$ cat src/include/rrn_pkg.sv
package rrn_pkg;
    localparam logic [5:0]  OPC_PATTERN      = 6'h10;
    localparam int          OPC_HI           = 15;
    localparam int          OPC_LO           = 10;
    localparam int          DEST_BIT         = 9;
    localparam int          ACC_BIT          = 8;
    localparam logic [7:0]  INDEX_LIMIT      = 8'h5F;
    localparam logic [7:0]  ACCESS_SPLIT     = 8'h60;
    localparam logic [3:0]  ACCESS_HI_BANK   = 4'hF;
    localparam logic [3:0]  ACCESS_LO_BANK   = 4'h0;
    localparam logic [7:0]  RESET_BYTE       = 8'h00;
    localparam logic [11:0] RESET_ADDR       = 12'h000;

    typedef enum logic [3:0] {
        RRN_Q1 = 4'b0001,
        RRN_Q2 = 4'b0010,
        RRN_Q3 = 4'b0100,
        RRN_Q4 = 4'b1000
    } rrn_phase_t;
endpackage : rrn_pkg

$ cat src/rtl/rrn_rotate.sv
`timescale 1ns/10ps
module rrn_rotate
    import rrn_pkg::*;
#(
    parameter int WIDTH = 8
) (
    input  wire logic [WIDTH-1:0] operand,
    output logic      [WIDTH-1:0] result,
    output logic                  neg,
    output logic                  zero
);
    // Low bit wraps to the top, carry untouched
    assign result = {operand[0], operand[WIDTH-1:1]}; // RULE_01
    assign neg    = result[WIDTH-1];                  // RULE_05
    assign zero   = (result == '0);                   // RULE_05
endmodule : rrn_rotate

$ cat src/rtl/rrn_exec.sv
`timescale 1ns/10ps
// What this block does
// RULE_01 - Rotate operand right, bit 0 to bit 7
// RULE_02 - Destination bit: 0 to W, 1 back
// RULE_03 - Access bit: 0 access bank, 1 bank_selector
// RULE_04 - Extended set, access, f<=95: indexed offset
// RULE_05 - Decode 0100_00da, one cycle, N and Z
module rrn_exec
    import rrn_pkg::*;
(
    input  wire logic        clk,
    input  wire logic        rst,
    input  wire logic        start,
    input  wire logic [15:0] instr,
    input  wire logic [3:0]  bank_selector,
    input  wire logic        ext_set_en,
    input  wire logic [11:0] index_base,
    input  wire logic [7:0]  rd_data,
    output logic             busy,
    output logic             rd_en,
    output logic [11:0]      addr,
    output logic             wr_en,
    output logic [7:0]       wr_data,
    output logic             w_we,
    output logic [7:0]       w_data,
    output logic             flag_we,
    output logic             flag_n,
    output logic             flag_z,
    output logic             done
);
    rrn_phase_t phase;
    logic       dest_f;
    logic [7:0] operand;
    logic [7:0] rot;
    logic       rot_n;
    logic       rot_z;
    logic       take;

    function automatic logic is_rrn(input logic [15:0] word);
        is_rrn = (word[OPC_HI:OPC_LO] == OPC_PATTERN);
    endfunction : is_rrn

    function automatic logic [11:0] resolve(input logic [15:0] word,
                                            input logic [3:0]  bank,
                                            input logic        ext,
                                            input logic [11:0] base);
        logic [7:0] f;
        f = word[7:0];
        if (word[ACC_BIT]) begin
            resolve = {bank, f}; // RULE_03
        end else if (ext && f <= INDEX_LIMIT) begin
            resolve = 12'(base + {4'h0, f}); // RULE_04
        end else if (f < ACCESS_SPLIT) begin
            resolve = {ACCESS_LO_BANK, f}; // RULE_03
        end else begin
            resolve = {ACCESS_HI_BANK, f}; // RULE_03
        end
    endfunction : resolve

    rrn_rotate #(
        .WIDTH(8)
    ) u_rot (
        .operand(operand),
        .result (rot),
        .neg    (rot_n),
        .zero   (rot_z)
    );

    // Four phases make one instruction cycle
    always_ff @(posedge clk) begin
        if (rst) begin
            phase <= RRN_Q1;
        end else begin
            case (phase)
                RRN_Q1: if (take) phase <= RRN_Q2; // RULE_05
                RRN_Q2: phase <= RRN_Q3;
                RRN_Q3: phase <= RRN_Q4;
                RRN_Q4: phase <= RRN_Q1;
                default: phase <= RRN_Q1;
            endcase
        end
    end

    // Address latched at decode; bank_selector may change afterwards
    always_ff @(posedge clk) begin
        if (rst) begin
            addr   <= RESET_ADDR;
            dest_f <= 1'b1;
        end else if (take) begin
            addr   <= resolve(instr, bank_selector, ext_set_en, index_base);
            dest_f <= instr[DEST_BIT];
        end
    end

    // Latched at end of Q2, so the file may change after the read
    always_ff @(posedge clk) begin
        if (rst) begin
            operand <= RESET_BYTE;
        end else if (phase == RRN_Q2) begin
            operand <= rd_data;
        end
    end

    // Registered in Q3 so data, flags and strobes leave together
    always_ff @(posedge clk) begin
        if (rst) begin
            wr_data <= RESET_BYTE;
            w_data  <= RESET_BYTE;
            flag_n  <= 1'b0;
            flag_z  <= 1'b0;
        end else if (phase == RRN_Q3) begin
            wr_data <= rot;   // RULE_01
            w_data  <= rot;
            flag_n  <= rot_n; // RULE_05
            flag_z  <= rot_z;
        end
    end

    always_ff @(posedge clk) begin
        if (rst) begin
            wr_en   <= 1'b0;
            w_we    <= 1'b0;
            flag_we <= 1'b0;
            done    <= 1'b0;
        end else begin
            wr_en   <= (phase == RRN_Q3) && dest_f;  // RULE_02
            w_we    <= (phase == RRN_Q3) && !dest_f; // RULE_02
            flag_we <= (phase == RRN_Q3);            // RULE_05
            done    <= (phase == RRN_Q3);
        end
    end

    assign busy  = (phase != RRN_Q1);
    assign rd_en = (phase == RRN_Q2);

    // Accepted only in Q1; a start during Q2..Q4 is dropped
    assign take = (phase == RRN_Q1) && start && is_rrn(instr);

    AST_ROT_VALUE: assert property (@(posedge clk) disable iff (rst) // RULE_01
        rd_en |-> ##2 wr_data == {$past(rd_data[0], 2), $past(rd_data[7:1], 2)})
        else $error("rotated value wrong");

    AST_DEST_F: assert property (@(posedge clk) disable iff (rst) // RULE_02
        wr_en |-> dest_f && !w_we)
        else $error("file write without dest bit");

    AST_DEST_W: assert property (@(posedge clk) disable iff (rst) // RULE_02
        w_we |-> !dest_f && !wr_en)
        else $error("W write with dest bit");

    // One destination per instruction, never both and never none
    AST_ONE_DEST: assert property (@(posedge clk) disable iff (rst) // RULE_02
        done |-> wr_en != w_we)
        else $error("destination strobes not exclusive");

    AST_WRITE_BACK: assert property (@(posedge clk) disable iff (rst) // RULE_02
        rd_en ##2 wr_en |-> addr == $past(addr, 2))
        else $error("file write went to another register");

    AST_BANKED: assert property (@(posedge clk) disable iff (rst) // RULE_03
        take && instr[ACC_BIT]
        |=> addr == {$past(bank_selector), $past(instr[7:0])})
        else $error("banked address wrong");

    AST_ACCESS: assert property (@(posedge clk) disable iff (rst) // RULE_03
        take && !instr[ACC_BIT] && !ext_set_en
        |=> addr[7:0] == $past(instr[7:0])
            && addr[11:8] == ($past(instr[7:0]) >= ACCESS_SPLIT
                              ? ACCESS_HI_BANK : ACCESS_LO_BANK))
        else $error("access bank address wrong");

    AST_ADDR_STEADY: assert property (@(posedge clk) disable iff (rst) // RULE_03
        busy && !rd_en |-> $stable(addr))
        else $error("address moved during instruction");

    AST_INDEXED: assert property (@(posedge clk) disable iff (rst) // RULE_04
        take && !instr[ACC_BIT] && ext_set_en && instr[7:0] <= INDEX_LIMIT
        |=> addr == 12'($past(index_base) + {4'h0, $past(instr[7:0])}))
        else $error("indexed address wrong");

    // Above the offset window the access bank applies as usual
    AST_ACCESS_EXT: assert property (@(posedge clk) disable iff (rst) // RULE_04
        take && !instr[ACC_BIT] && ext_set_en && instr[7:0] > INDEX_LIMIT
        |=> addr == {ACCESS_HI_BANK, $past(instr[7:0])})
        else $error("offset mode used above its window");

    AST_ONE_CYCLE: assert property (@(posedge clk) disable iff (rst) // RULE_05
        take |-> ##3 done ##1 !done)
        else $error("instruction not done in four phases");

    AST_BUSY_SPAN: assert property (@(posedge clk) disable iff (rst) // RULE_05
        take |=> busy [*3] ##1 !busy)
        else $error("busy span wrong");

    AST_READ_PULSE: assert property (@(posedge clk) disable iff (rst) // RULE_05
        take |=> rd_en ##1 !rd_en)
        else $error("operand read not a single Q2 pulse");

    // A start during Q2..Q4 must not restart the read
    AST_IGNORE_BUSY: assert property (@(posedge clk) disable iff (rst) // RULE_05
        busy |=> !rd_en)
        else $error("start taken while busy");

    AST_FLAGS: assert property (@(posedge clk) disable iff (rst) // RULE_05
        flag_we |-> flag_z == (wr_data == 8'h00) && flag_n == wr_data[7])
        else $error("flags disagree with result");

    AST_FLAG_EACH: assert property (@(posedge clk) disable iff (rst) // RULE_05
        done |-> flag_we)
        else $error("completion without flag update");

    AST_NZ_EXCL: assert property (@(posedge clk) disable iff (rst) // RULE_05
        flag_we && flag_z |-> !flag_n)
        else $error("zero result flagged negative");

    AST_NO_DECODE: assert property (@(posedge clk) disable iff (rst) // RULE_05
        !busy && !take |=> !busy)
        else $error("foreign opcode started");

    COV_TO_FILE: cover property (@(posedge clk) disable iff (rst) wr_en);
    COV_TO_W: cover property (@(posedge clk) disable iff (rst) w_we);
    COV_INDEXED: cover property (@(posedge clk) disable iff (rst)
        take && !instr[ACC_BIT] && ext_set_en);
    COV_ZERO: cover property (@(posedge clk) disable iff (rst) flag_we && flag_z);
    COV_BUSY_START: cover property (@(posedge clk) disable iff (rst) busy && start && is_rrn(instr));
endmodule : rrn_exec

$ cat config.mk
export PLATFORM = sky130hd
export DESIGN_NAME = rrn_exec
export DESIGN_NICKNAME = d
export VERILOG_FILES = /design/src/include/rrn_pkg.sv /design/src/rtl/rrn_rotate.sv /design/src/rtl/rrn_exec.sv
export SDC_FILE = /design/constraint.sdc
export NUM_CORES = 1
export LEC_CHECK = 0
export ABC_AREA = 0
export BUFFER_PORTS_ARGS = -buffer_cell sky130_fd_sc_hd__buf_2
export CAP_MARGIN = 5
export CORE_UTILIZATION = 52
export CTS_BUF_LIST = sky130_fd_sc_hd__clkbuf_16
export DETAILED_ROUTE_END_ITERATION = 12
export PLACE_DENSITY = 0.86
export REMOVE_ABC_BUFFERS = 1
export SLEW_MARGIN = 5
export SYNTH_ARGS = -nofsm -noshare
export SYNTH_HDL_FRONTEND = slang
export SYNTH_SLANG_ARGS = --single-unit
$ cat constraint.sdc
create_clock -name clk -period 4.8 [get_ports clk]
set_input_delay 0.96 -clock clk [delete_from_list [all_inputs] [get_ports clk]]
set_output_delay 0.96 -clock clk [all_outputs]
set_load 0.01 [all_outputs]
==> qor.txt, run 1 <==
status: finished, final reports clean
first-pass GRT wire length: 7.51 mm
Post-Synth XOR/XNOR Area: 1.77%
Buf/Inv on CP: 2
Crit. End Element: output port
crit start category: flop
Max Slew Vio Count: 0
drt wl/cell: 12.7 um
largest family of logic cells by synthesized area: simple AND/OR/NAND/NOR gates
EDFF count, synth: 0
via-per-instance ratio: 5.43
area share of and/or/nand/nor cells after synthesis: 25.1%
CTS Hold Buffers Added: 0
core footprint: 0.00366 mm^2
n_diodes: 0
P_leak: 1.16 nW
DIE AREA: 0.00405 mm^2
remaining global-route overflow: 0
Distinct cells, synth: 44
leading area contributor after synthesis: dfxtp_1
share of layout cells above drive strength 1: 29.2%
Final TNS setup: 0 ns
Peak Freq: 372 MHz
CP arrival: 1.73 ns
slowest CP cell: clkinv_1
# Max-Cap Violations: 0
Post-Route Skew: 0.00385 ns
final hold violation count: 0
IO buf count: 79
Setup-failing EPs final: 0
GP Congestion: 0.857
CP Data Required Time: 3.84 ns
number of remaining DRC errors: 0
Worst R2R Start: phase[3]
hold slack: 0.445 ns
initial antenna violation count: 0
reg2reg setup slack: 2.80 ns
clk root buf: clkbuf_16
CP Launch Point: phase[3]
Area after DPL: 0.00231 mm^2
fin crit share: 56.0%
largest net degree at the start of global routing: 37
fraction of registers with async set/reset: 0%
Sequential Power Share: 44.6%
# fillers: 341
WL final: 4.60 mm
critical path type: flop to output port
Syn Std Cell Area: 0.00198 mm^2
Chip Width: 63.7 um
Pwr Total: 0.000692 W
Initial Util: 54.0%
cell family with most CP delay: buffers and inverters
CTS Buf Count: 5
Peak VDD IR: 178 uV
hold_sp: dest_f
H-tree depth: 2
post-route cell area: 0.00245 mm^2
pwr/cell area: 282 mW/mm^2
Post-CTS Setup Bufs: 0
Max-slew headroom: 55.5%
Compound-Gate Fraction of Synth Area: 19.9%
clock power share: 43.2%
via count: 1,971
count leader, synth: nand2_1
Tmin final: 2.69 ns
combinational cell fraction of total power: 12.3%
Synth Area in Adders: 6.08%
vias in the first global route: 1,706
Syn Area/Cell: 7.97 um^2
critical path fanouts, max: 10
clock tree buffer depth: 2
Skew-Pair Late Insertion Delay: 0.27 ns
Synth top cells by count: 39 x nand2_1, 37 x dfxtp_1, 29 x a21oi_1
CP peak stage delay: 0.40 ns
DR iter-0 viols: 86
Final #Nets: 368
hpwl dp: 3.32 mm
post-route ant nets: 0
drt first pass iters: 6
hold crit path type: flop to flop
RSZ-0062 raised after global routing: no
Worst-Margin Slew: 0.667 ns
Int Power: 0.000532 W
Synth area leaders: dfxtp_1 37%, nand2_1 7.4%, a21oi_1 7.3%
#FFs+latches synth: 37
CTS sink cnt: 37
IO Pins: 80
switching share of power: 23.1%
CP cell instances: nor2_1 -> nand3b_1 -> clkinv_1 -> buf_2
yosys warns: 0
synthesized instance count: 248
Syn-to-layout area delta: 24.0%
post-synthesis mux area share: 1.52%
CTS clock-pin slew for the worst setup and hold paths: 0.05 ns
proportion of netlist area held by the largest area contributor: 37.5%
Most used DFF post-synth: dfxtp_1
CTS tree: yes
Seq/Total Area, Yosys: 37.5%
global-route usage over all layers: 23.2%
number of gates resized after cts: 0
NetSw: 0.000160 W
floorplan row count: 22
Die Y: 63.7 um
worst register-to-register path: cells and delay by family (launching register included):
family / cells / cell delay [ns]
and+or+nand+nor: 4 / 1.46
DFF: 1 / 0.33
AOI/OAI and AO/OA: 1 / 0.16
power groups by stage:
| stage | Combinational (W) | Clock, W | Sequential (W) |
|---|---|---|---|
| finish | 0.0000848 | 0.000299 | 0.000309 |
| global route | 0.0000937 | 0.000315 | 0.000308 |
| CTS | 0.0000838 | 0.000301 | 0.000309 |
| detailed placement | 0.0000834 | 0 | 0.000315 |
| global placement | 0.0000820 | 0 | 0.000315 |
| floorplan | 0.0000485 | 0 | 0.000315 |
flip-flops by register name, summed over array words and instances (netlist names):
name     cells
addr        12
dest_f       1
done         1
flag_z       1
operand      8
phase        4
w_data       8
w_we         1
wr_en        1
cell type report:
cell class	instances	area (um^2)	area share [%]
clock buffers	5	125	5.10
clock inverters	2	11.3	0.459
multi-input cells	181	1070	43.8
flip-flops and latches	37	741	30.2
well taps	48	60.1	2.45
inverters	10	37.5	1.53
repair buffers	80	403	16.4
kinds of logic (layout without fill, tap and decap cells):
group / after synthesis / in the layout
compound gates: 61 / 61
xor+xnor: 4 / 4
fa+ha+maj: 9 / 9
buf+inv: 30 / 97
flops: 37 / 37
mux: 3 / 3
simple gates: 104 / 104
per-layer routing:
| metal | wire [um] | global-route usage, % |
|---|---|---|
| met3 | 192 | 4.17 |
| met5 | 0 | 0 |
| met1 | 2090 | 28.2 |
| met2 | 2250 | 40.6 |
| met4 | 68 | 8.24 |
placed cells by master (no fill, tap or decap), types with 6 or more instances in the layout:
master   netlist  layout
inv_1          9       9
and3_1         6       6
nor3_1        14      14
o21ai_0        7       7
ha_1           8       8
dfxtp_1       37      37
nand2_1       39      39
nor2_1        25      25
buf_2          0      79
a21oi_1       29      29
through the flow:
stage,setup slack [ns],instances,utilization [%]
finish,2.11,363,67.0
CTS,2.14,363,67.0
global placement,2.06,356,63.2
detailed placement,1.98,356,63.2
floorplan,2.26,228,-
global route,2.02,363,67.0
path summary, 6_finish.rpt:
kind | end | cells after the start
hold / removal | w_we | 1
hold reg to reg | w_we | 1
setup reg to reg | addr[8] | 5
setup / recovery | rd_en | 4
Note: power is estimated with default switching activity, not from simulation.
==> run 2, diff against run 1 <==
--- a/config.mk
+++ b/config.mk
@@ -8,10 +8,10 @@
 export ABC_AREA = 0
 export BUFFER_PORTS_ARGS = -buffer_cell sky130_fd_sc_hd__buf_2
 export CAP_MARGIN = 5
-export CORE_UTILIZATION = 52
+export CORE_UTILIZATION = 43
 export CTS_BUF_LIST = sky130_fd_sc_hd__clkbuf_16
 export DETAILED_ROUTE_END_ITERATION = 12
-export PLACE_DENSITY = 0.86
+export PLACE_DENSITY = 0.76
 export REMOVE_ABC_BUFFERS = 1
 export SLEW_MARGIN = 5
 export SYNTH_ARGS = -nofsm -noshare
==> constraint.sdc (replaced) <==
create_clock -name clk -period 2.3 [get_ports clk]
set_input_delay 0.46 -clock clk [delete_from_list [all_inputs] [get_ports clk]]
set_output_delay 0.46 -clock clk [all_outputs]
set_load 0.01 [all_outputs]
==> qor.txt, run 2 (synthesis gave the netlist of run 1 again) <==
Crit. End Element: flop
critical path type: input pin to flop
H-tree depth: 2 (unchanged)
pwr/cell area: 621 mW/mm^2 (+120%)
crit start category: input pin
switching share of power: 22.1% (-1.0 points)
clk root buf: clkbuf_16
hpwl dp: 3.49 mm (+5.0%)
Setup-failing EPs final: 0 (unchanged)
CTS tree: yes
Die Y: 69.8 um (+9.7%)
largest net degree at the start of global routing: 28 (-24%)
Max-slew headroom: 66.2% (+11 points)
Syn-to-layout area delta: 28.7%
Post-Route Skew: 0.00353 ns (-0.000316 ns)
Int Power: 0.00123 W (+130%)
GP Congestion: 0.847 (-1.2%)
vias in the first global route: 1,845 (+8.1%)
Area after DPL: 0.00238 mm^2 (+2.8%)
leading cell type in the layout, fill and taps excluded: buf_2
# Max-Cap Violations: 0 (unchanged)
status: finished, final reports clean
Peak Freq: 504 MHz
Sequential Power Share: 40.7% (-3.9 points)
Final #Nets: 375 (+1.9%)
combinational cell fraction of total power: 11.5% (-0.8 points)
Worst-Margin Slew: 0.505 ns (-0.162 ns)
WL final: 4.62 mm (+0.35%)
CTS clock-pin slew for the worst setup and hold paths: 0.06 ns (about the same)
clock tree buffer depth: 2 (unchanged)
Hold Path Cell Cnt: 3 (+2)
drt wl/cell: 12.3 um (-2.9%)
RSZ-0062 raised after global routing: no
remaining global-route overflow: 0 (unchanged)
Initial Util: 45.1% (-8.9 points)
number of remaining DRC errors: 0 (unchanged)
# fillers: 396 (+16%)
fin crit share: 86.3%
area occupied by registers: 741 um^2 (unchanged)
critical path fanouts, max: 4 (-6)
Max Slew Vio Count: 0 (unchanged)
IO buf count: 79 (unchanged)
DR iter-0 viols: 114 (+33%)
IO Pins: 80 (unchanged)
Peak VDD IR: 383 uV (+110%)
commonest cells after routing, fill and taps aside: 79 x buf_2, 39 x nand2_1, 37 x dfxtp_1, 29 x a21oi_1, 25 x nor2_1
P_leak: 1.21 nW (+4.3%)
area of the multi-input gates: 0.00108 mm^2 (+0.58%)
Largest regs: addr x12, operand x8, w_data x8
via-per-instance ratio: 5.28 (-2.8%)
n_diodes: 0 (unchanged)
NetSw: 0.000349 W (+120%)
number of gates resized after cts: 0 (unchanged)
Reg2Reg Depth: 6 (+1)
CP arrival: 2.14 ns (+0.41 ns)
Tmin final: 1.99 ns
clock power share: 47.8% (+4.6 points)
drt first pass iters: 4 (-2)
most flop-heavy register: addr
final hold violation count: 0 (unchanged)
post-route cell area: 0.00254 mm^2 (+3.8%)
CTS Buf Count: 5 (unchanged)
Skew-Pair Late Insertion Delay: 0.27 ns (about the same)
Chip Width: 69.8 um (+9.7%)
Post-CTS Setup Bufs: 0 (unchanged)
core footprint: 0.00438 mm^2 (+20%)
global-route usage over all layers: 19.9% (-3.4 points)
via count: 1,979 (+0.41%)
max reg flops: 12 (unchanged)
DIE AREA: 0.00487 mm^2 (+20%)
CP Data Required Time: 2.46 ns (-1.38 ns)
initial antenna violation count: 0 (unchanged)
share of layout cells above drive strength 1: 31.3% (+2.1 points)
first-pass GRT wire length: 7.91 mm (+5.3%)
CTS Hold Buffers Added: 0 (unchanged)
Final TNS setup: 0 ns (unchanged)
floorplan row count: 24 (+9.1%)
hold crit path type: input pin to flop
post-route ant nets: 0 (unchanged)
CTS sink cnt: 37 (unchanged)
## run 2: through the flow
stage	std cells	setup slack, ns	hold slack (ns)	power (W)	utilization [%]
after global placement	367	0.0745	0.436	0.000835	54.3
final	375	0.315	0.396	0.00158	58.0
after floorplan	228	0.262	0.412	0.000759	-
after CTS	375	0.325	0.396	0.00159	58.0
after detailed placement	367	0.0374	0.450	0.000837	54.3
after global routing	375	0.197	0.422	0.00164	58.0
## run 2: layout make-up
type,instances,share of cell area [%]
sequential,37,29.1
clock buffer,5,4.92
clock inverter,3,1.62
inverter,10,1.47
multi-input combinational,181,42.4
timing repair buffer,87,17.9
tap,52,2.56
## run 2: path summary, 6_finish.rpt
kind             from       to  slack, ns
min          instr[9]   dest_f       0.40
max reg2reg  phase[3]  addr[6]       0.52
max          instr[1]  addr[7]       0.31
min reg2reg    flag_z   flag_z       0.45
## run 2: worst max-delay path, stage by stage
cell      delay, ns
buf_2          0.11
ha_1           0.33
a211oi_4       0.32
nor3_2         0.12
or4_1          0.47
a311oi_1       0.27
nor3_1         0.07
## run 2: power by group through the flow
stage                     sequential [W]  combinational (W)  clock (W)
after global placement          0.000658           0.000178          0
after detailed placement        0.000658           0.000179          0
after floorplan                 0.000658           0.000101          0
after global routing            0.000644           0.000205   0.000788
final                           0.000644           0.000182   0.000755
after CTS                       0.000644           0.000181   0.000769
## run 2: metal layers
layer / vias to the layer above / routed length [um] / GRT usage (%)
met1: 891 / 2050 / 27.3
met2: 68 / 2220 / 30.7
met5: - / 0 / 0
li1: 1014 / - / -
met3: 6 / 295 / 4.22
met4: 0 / 57 / 7.11
==> run 3, diff against run 2 <==
--- a/config.mk
+++ b/config.mk
@@ -12,6 +12,7 @@
 export CTS_BUF_LIST = sky130_fd_sc_hd__clkbuf_16
 export DETAILED_ROUTE_END_ITERATION = 12
 export PLACE_DENSITY = 0.76
+export RECOVER_POWER = 50
 export REMOVE_ABC_BUFFERS = 1
 export SLEW_MARGIN = 5
 export SYNTH_ARGS = -nofsm -noshare
==> qor.txt, run 3 (synthesis gave the netlist of run 1 again) <==
hpwl dp: 3.49 mm (unchanged)
Initial Util: 45.1% (unchanged)
H-tree depth: 2 (unchanged)
hold slack: 0.396 ns (+0.000298 ns)
remaining global-route overflow: 0 (unchanged)
max reg flops: 12 (unchanged)
n_diodes: 0 (unchanged)
Skew-Pair Late Insertion Delay: 0.27 ns (about the same)
critical path type: input pin to flop
CTS Buf Count: 5 (unchanged)
CTS clock-pin slew for the worst setup and hold paths: 0.06 ns (about the same)
IO Pins: 80 (unchanged)
final worst slack: 0.311 ns (-0.00395 ns)
global-route usage over all layers: 19.9% (unchanged)
DP Worst Slack: 0.0374 ns (unchanged)
Largest regs: addr x12, operand x8, w_data x8
most flop-heavy register: addr
initial antenna violation count: 0 (unchanged)
drt wl/cell: 12.4 um (+1.0%)
commonest cells after routing, fill and taps aside: 47 x buf_2, 39 x nand2_1, 37 x dfxtp_1, 32 x clkbuf_1, 29 x a21oi_1
Max Slew Vio Count: 0 (unchanged)
largest net degree at the start of global routing: 28 (unchanged)
Post-Route Skew: 0.00440 ns (+0.000873 ns)
critical path fanouts, max: 4 (unchanged)
floorplan row count: 24 (unchanged)
leading cell type in the layout, fill and taps excluded: buf_2
crit start category: input pin
share of layout cells above drive strength 1: 21.1% (-10 points)
pwr/cell area: 634 mW/mm^2 (+2.0%)
GP Congestion: 0.847 (unchanged)
Worst-Margin Slew: 0.696 ns (+0.191 ns)
clock tree buffer depth: 2 (unchanged)
CTS tree: yes
drt first pass iters: 4 (unchanged)
final hold violation count: 0 (unchanged)
DR iter-0 viols: 90 (-21%)
status: finished, final reports clean
Crit. End Element: flop
first-pass GRT wire length: 7.91 mm (unchanged)
Chip Width: 69.8 um (unchanged)
RSZ-0062 raised after global routing: no
Post-CTS Setup Bufs: 0 (unchanged)
Syn-to-layout area delta: 26.4%
number of remaining DRC errors: 0 (unchanged)
Die Y: 69.8 um (unchanged)
# Max-Cap Violations: 0 (unchanged)
Peak VDD IR: 383 uV (about the same)
Setup-failing EPs final: 0 (unchanged)
CTS sink cnt: 37 (unchanged)
CP Data Required Time: 2.46 ns (about the same)
CTS Hold Buffers Added: 0 (unchanged)
vias in the first global route: 1,845 (unchanged)
Final #Nets: 375 (unchanged)
Pwr Total: 0.00158 W (+0.14%)
CP arrival: 2.15 ns (about the same)
number of gates resized after cts: 0 (unchanged)
via-per-instance ratio: 5.32 (+0.76%)
WL final: 4.66 mm (+1.0%)
Max-slew headroom: 53.0% (-13 points)
fin crit share: 86.5% (+0.17 points)
Final TNS setup: 0 ns (unchanged)
core footprint: 0.00438 mm^2 (unchanged)
via count: 1,994 (+0.76%)
clk root buf: clkbuf_16
DIE AREA: 0.00487 mm^2 (unchanged)
post-route ant nets: 0 (unchanged)
Peak Freq: 503 MHz (-0.20%)
P_leak: 1.07 nW (-12%)
reg2reg setup slack: 0.52 ns (about the same)
IO buf count: 79 (unchanged)
hold crit path type: input pin to flop
Tmin final: 1.99 ns (+0.00396 ns)
## run 3: cell types whose count changed in the layout (fill, tap and decap cells not counted), sizes merged
cell / delta
buf: -32
clkbuf: +32
## run 3: layout make-up
cell class | count | area [um^2]
sequential | 37 | 741
tap | 52 | 65.1
clock inverter | 3 | 41.3
inverter | 10 | 37.5
timing repair buffer | 87 | 415
multi-input combinational | 181 | 1070
fill | 411 | 1890
clock buffer | 5 | 125
## run 3: routing by layer
| metal | routed length (um) | GRT usage (%) | share of wire [%] | up-vias |
|---|---|---|---|---|
| met5 | 0 | 0 | 0 | - |
| met4 | 57 | 7.11 | 1.2 | 0 |
| met3 | 298 | 4.22 | 6.4 | 6 |
| met2 | 2200 | 30.7 | 47 | 62 |
| met1 | 2110 | 27.3 | 45 | 909 |
| li1 | - | - | - | 1017 |
## run 3: where the power goes
group          internal, W  switching, W  leakage (nW)  total (W)
combinational    0.0000822      0.000100         0.690   0.000182
sequential        0.000643    0.00000105         0.298   0.000644
clock             0.000507      0.000250        0.0775   0.000757
## run 3: through the flow
| step | instance area (um^2) | util, % | cells |
|---|---|---|---|
| detailed placement | 2380 | 54.3 | 367 |
| global route | 2500 | 57.0 | 375 |
| global placement | 2380 | 54.3 | 367 |
| finish | 2500 | 57.0 | 375 |
| CTS | 2540 | 58.0 | 375 |
| floorplan | 1850 | - | 228 |
## run 3: final timing paths
path | end | startpoint | cells after the start
hold / removal | dest_f | instr[9] | 3
setup reg to reg | addr[6] | phase[3] | 6
setup / recovery | addr[7] | instr[1] | 7
hold reg to reg | flag_z | flag_z | 2
## run 3: critical path: stages
cell and delay, ns:
buf_2 0.11, ha_1 0.33, a211oi_4 0.32, nor3_2 0.12
or4_1 0.47, a311oi_1 0.27, nor3_1 0.07
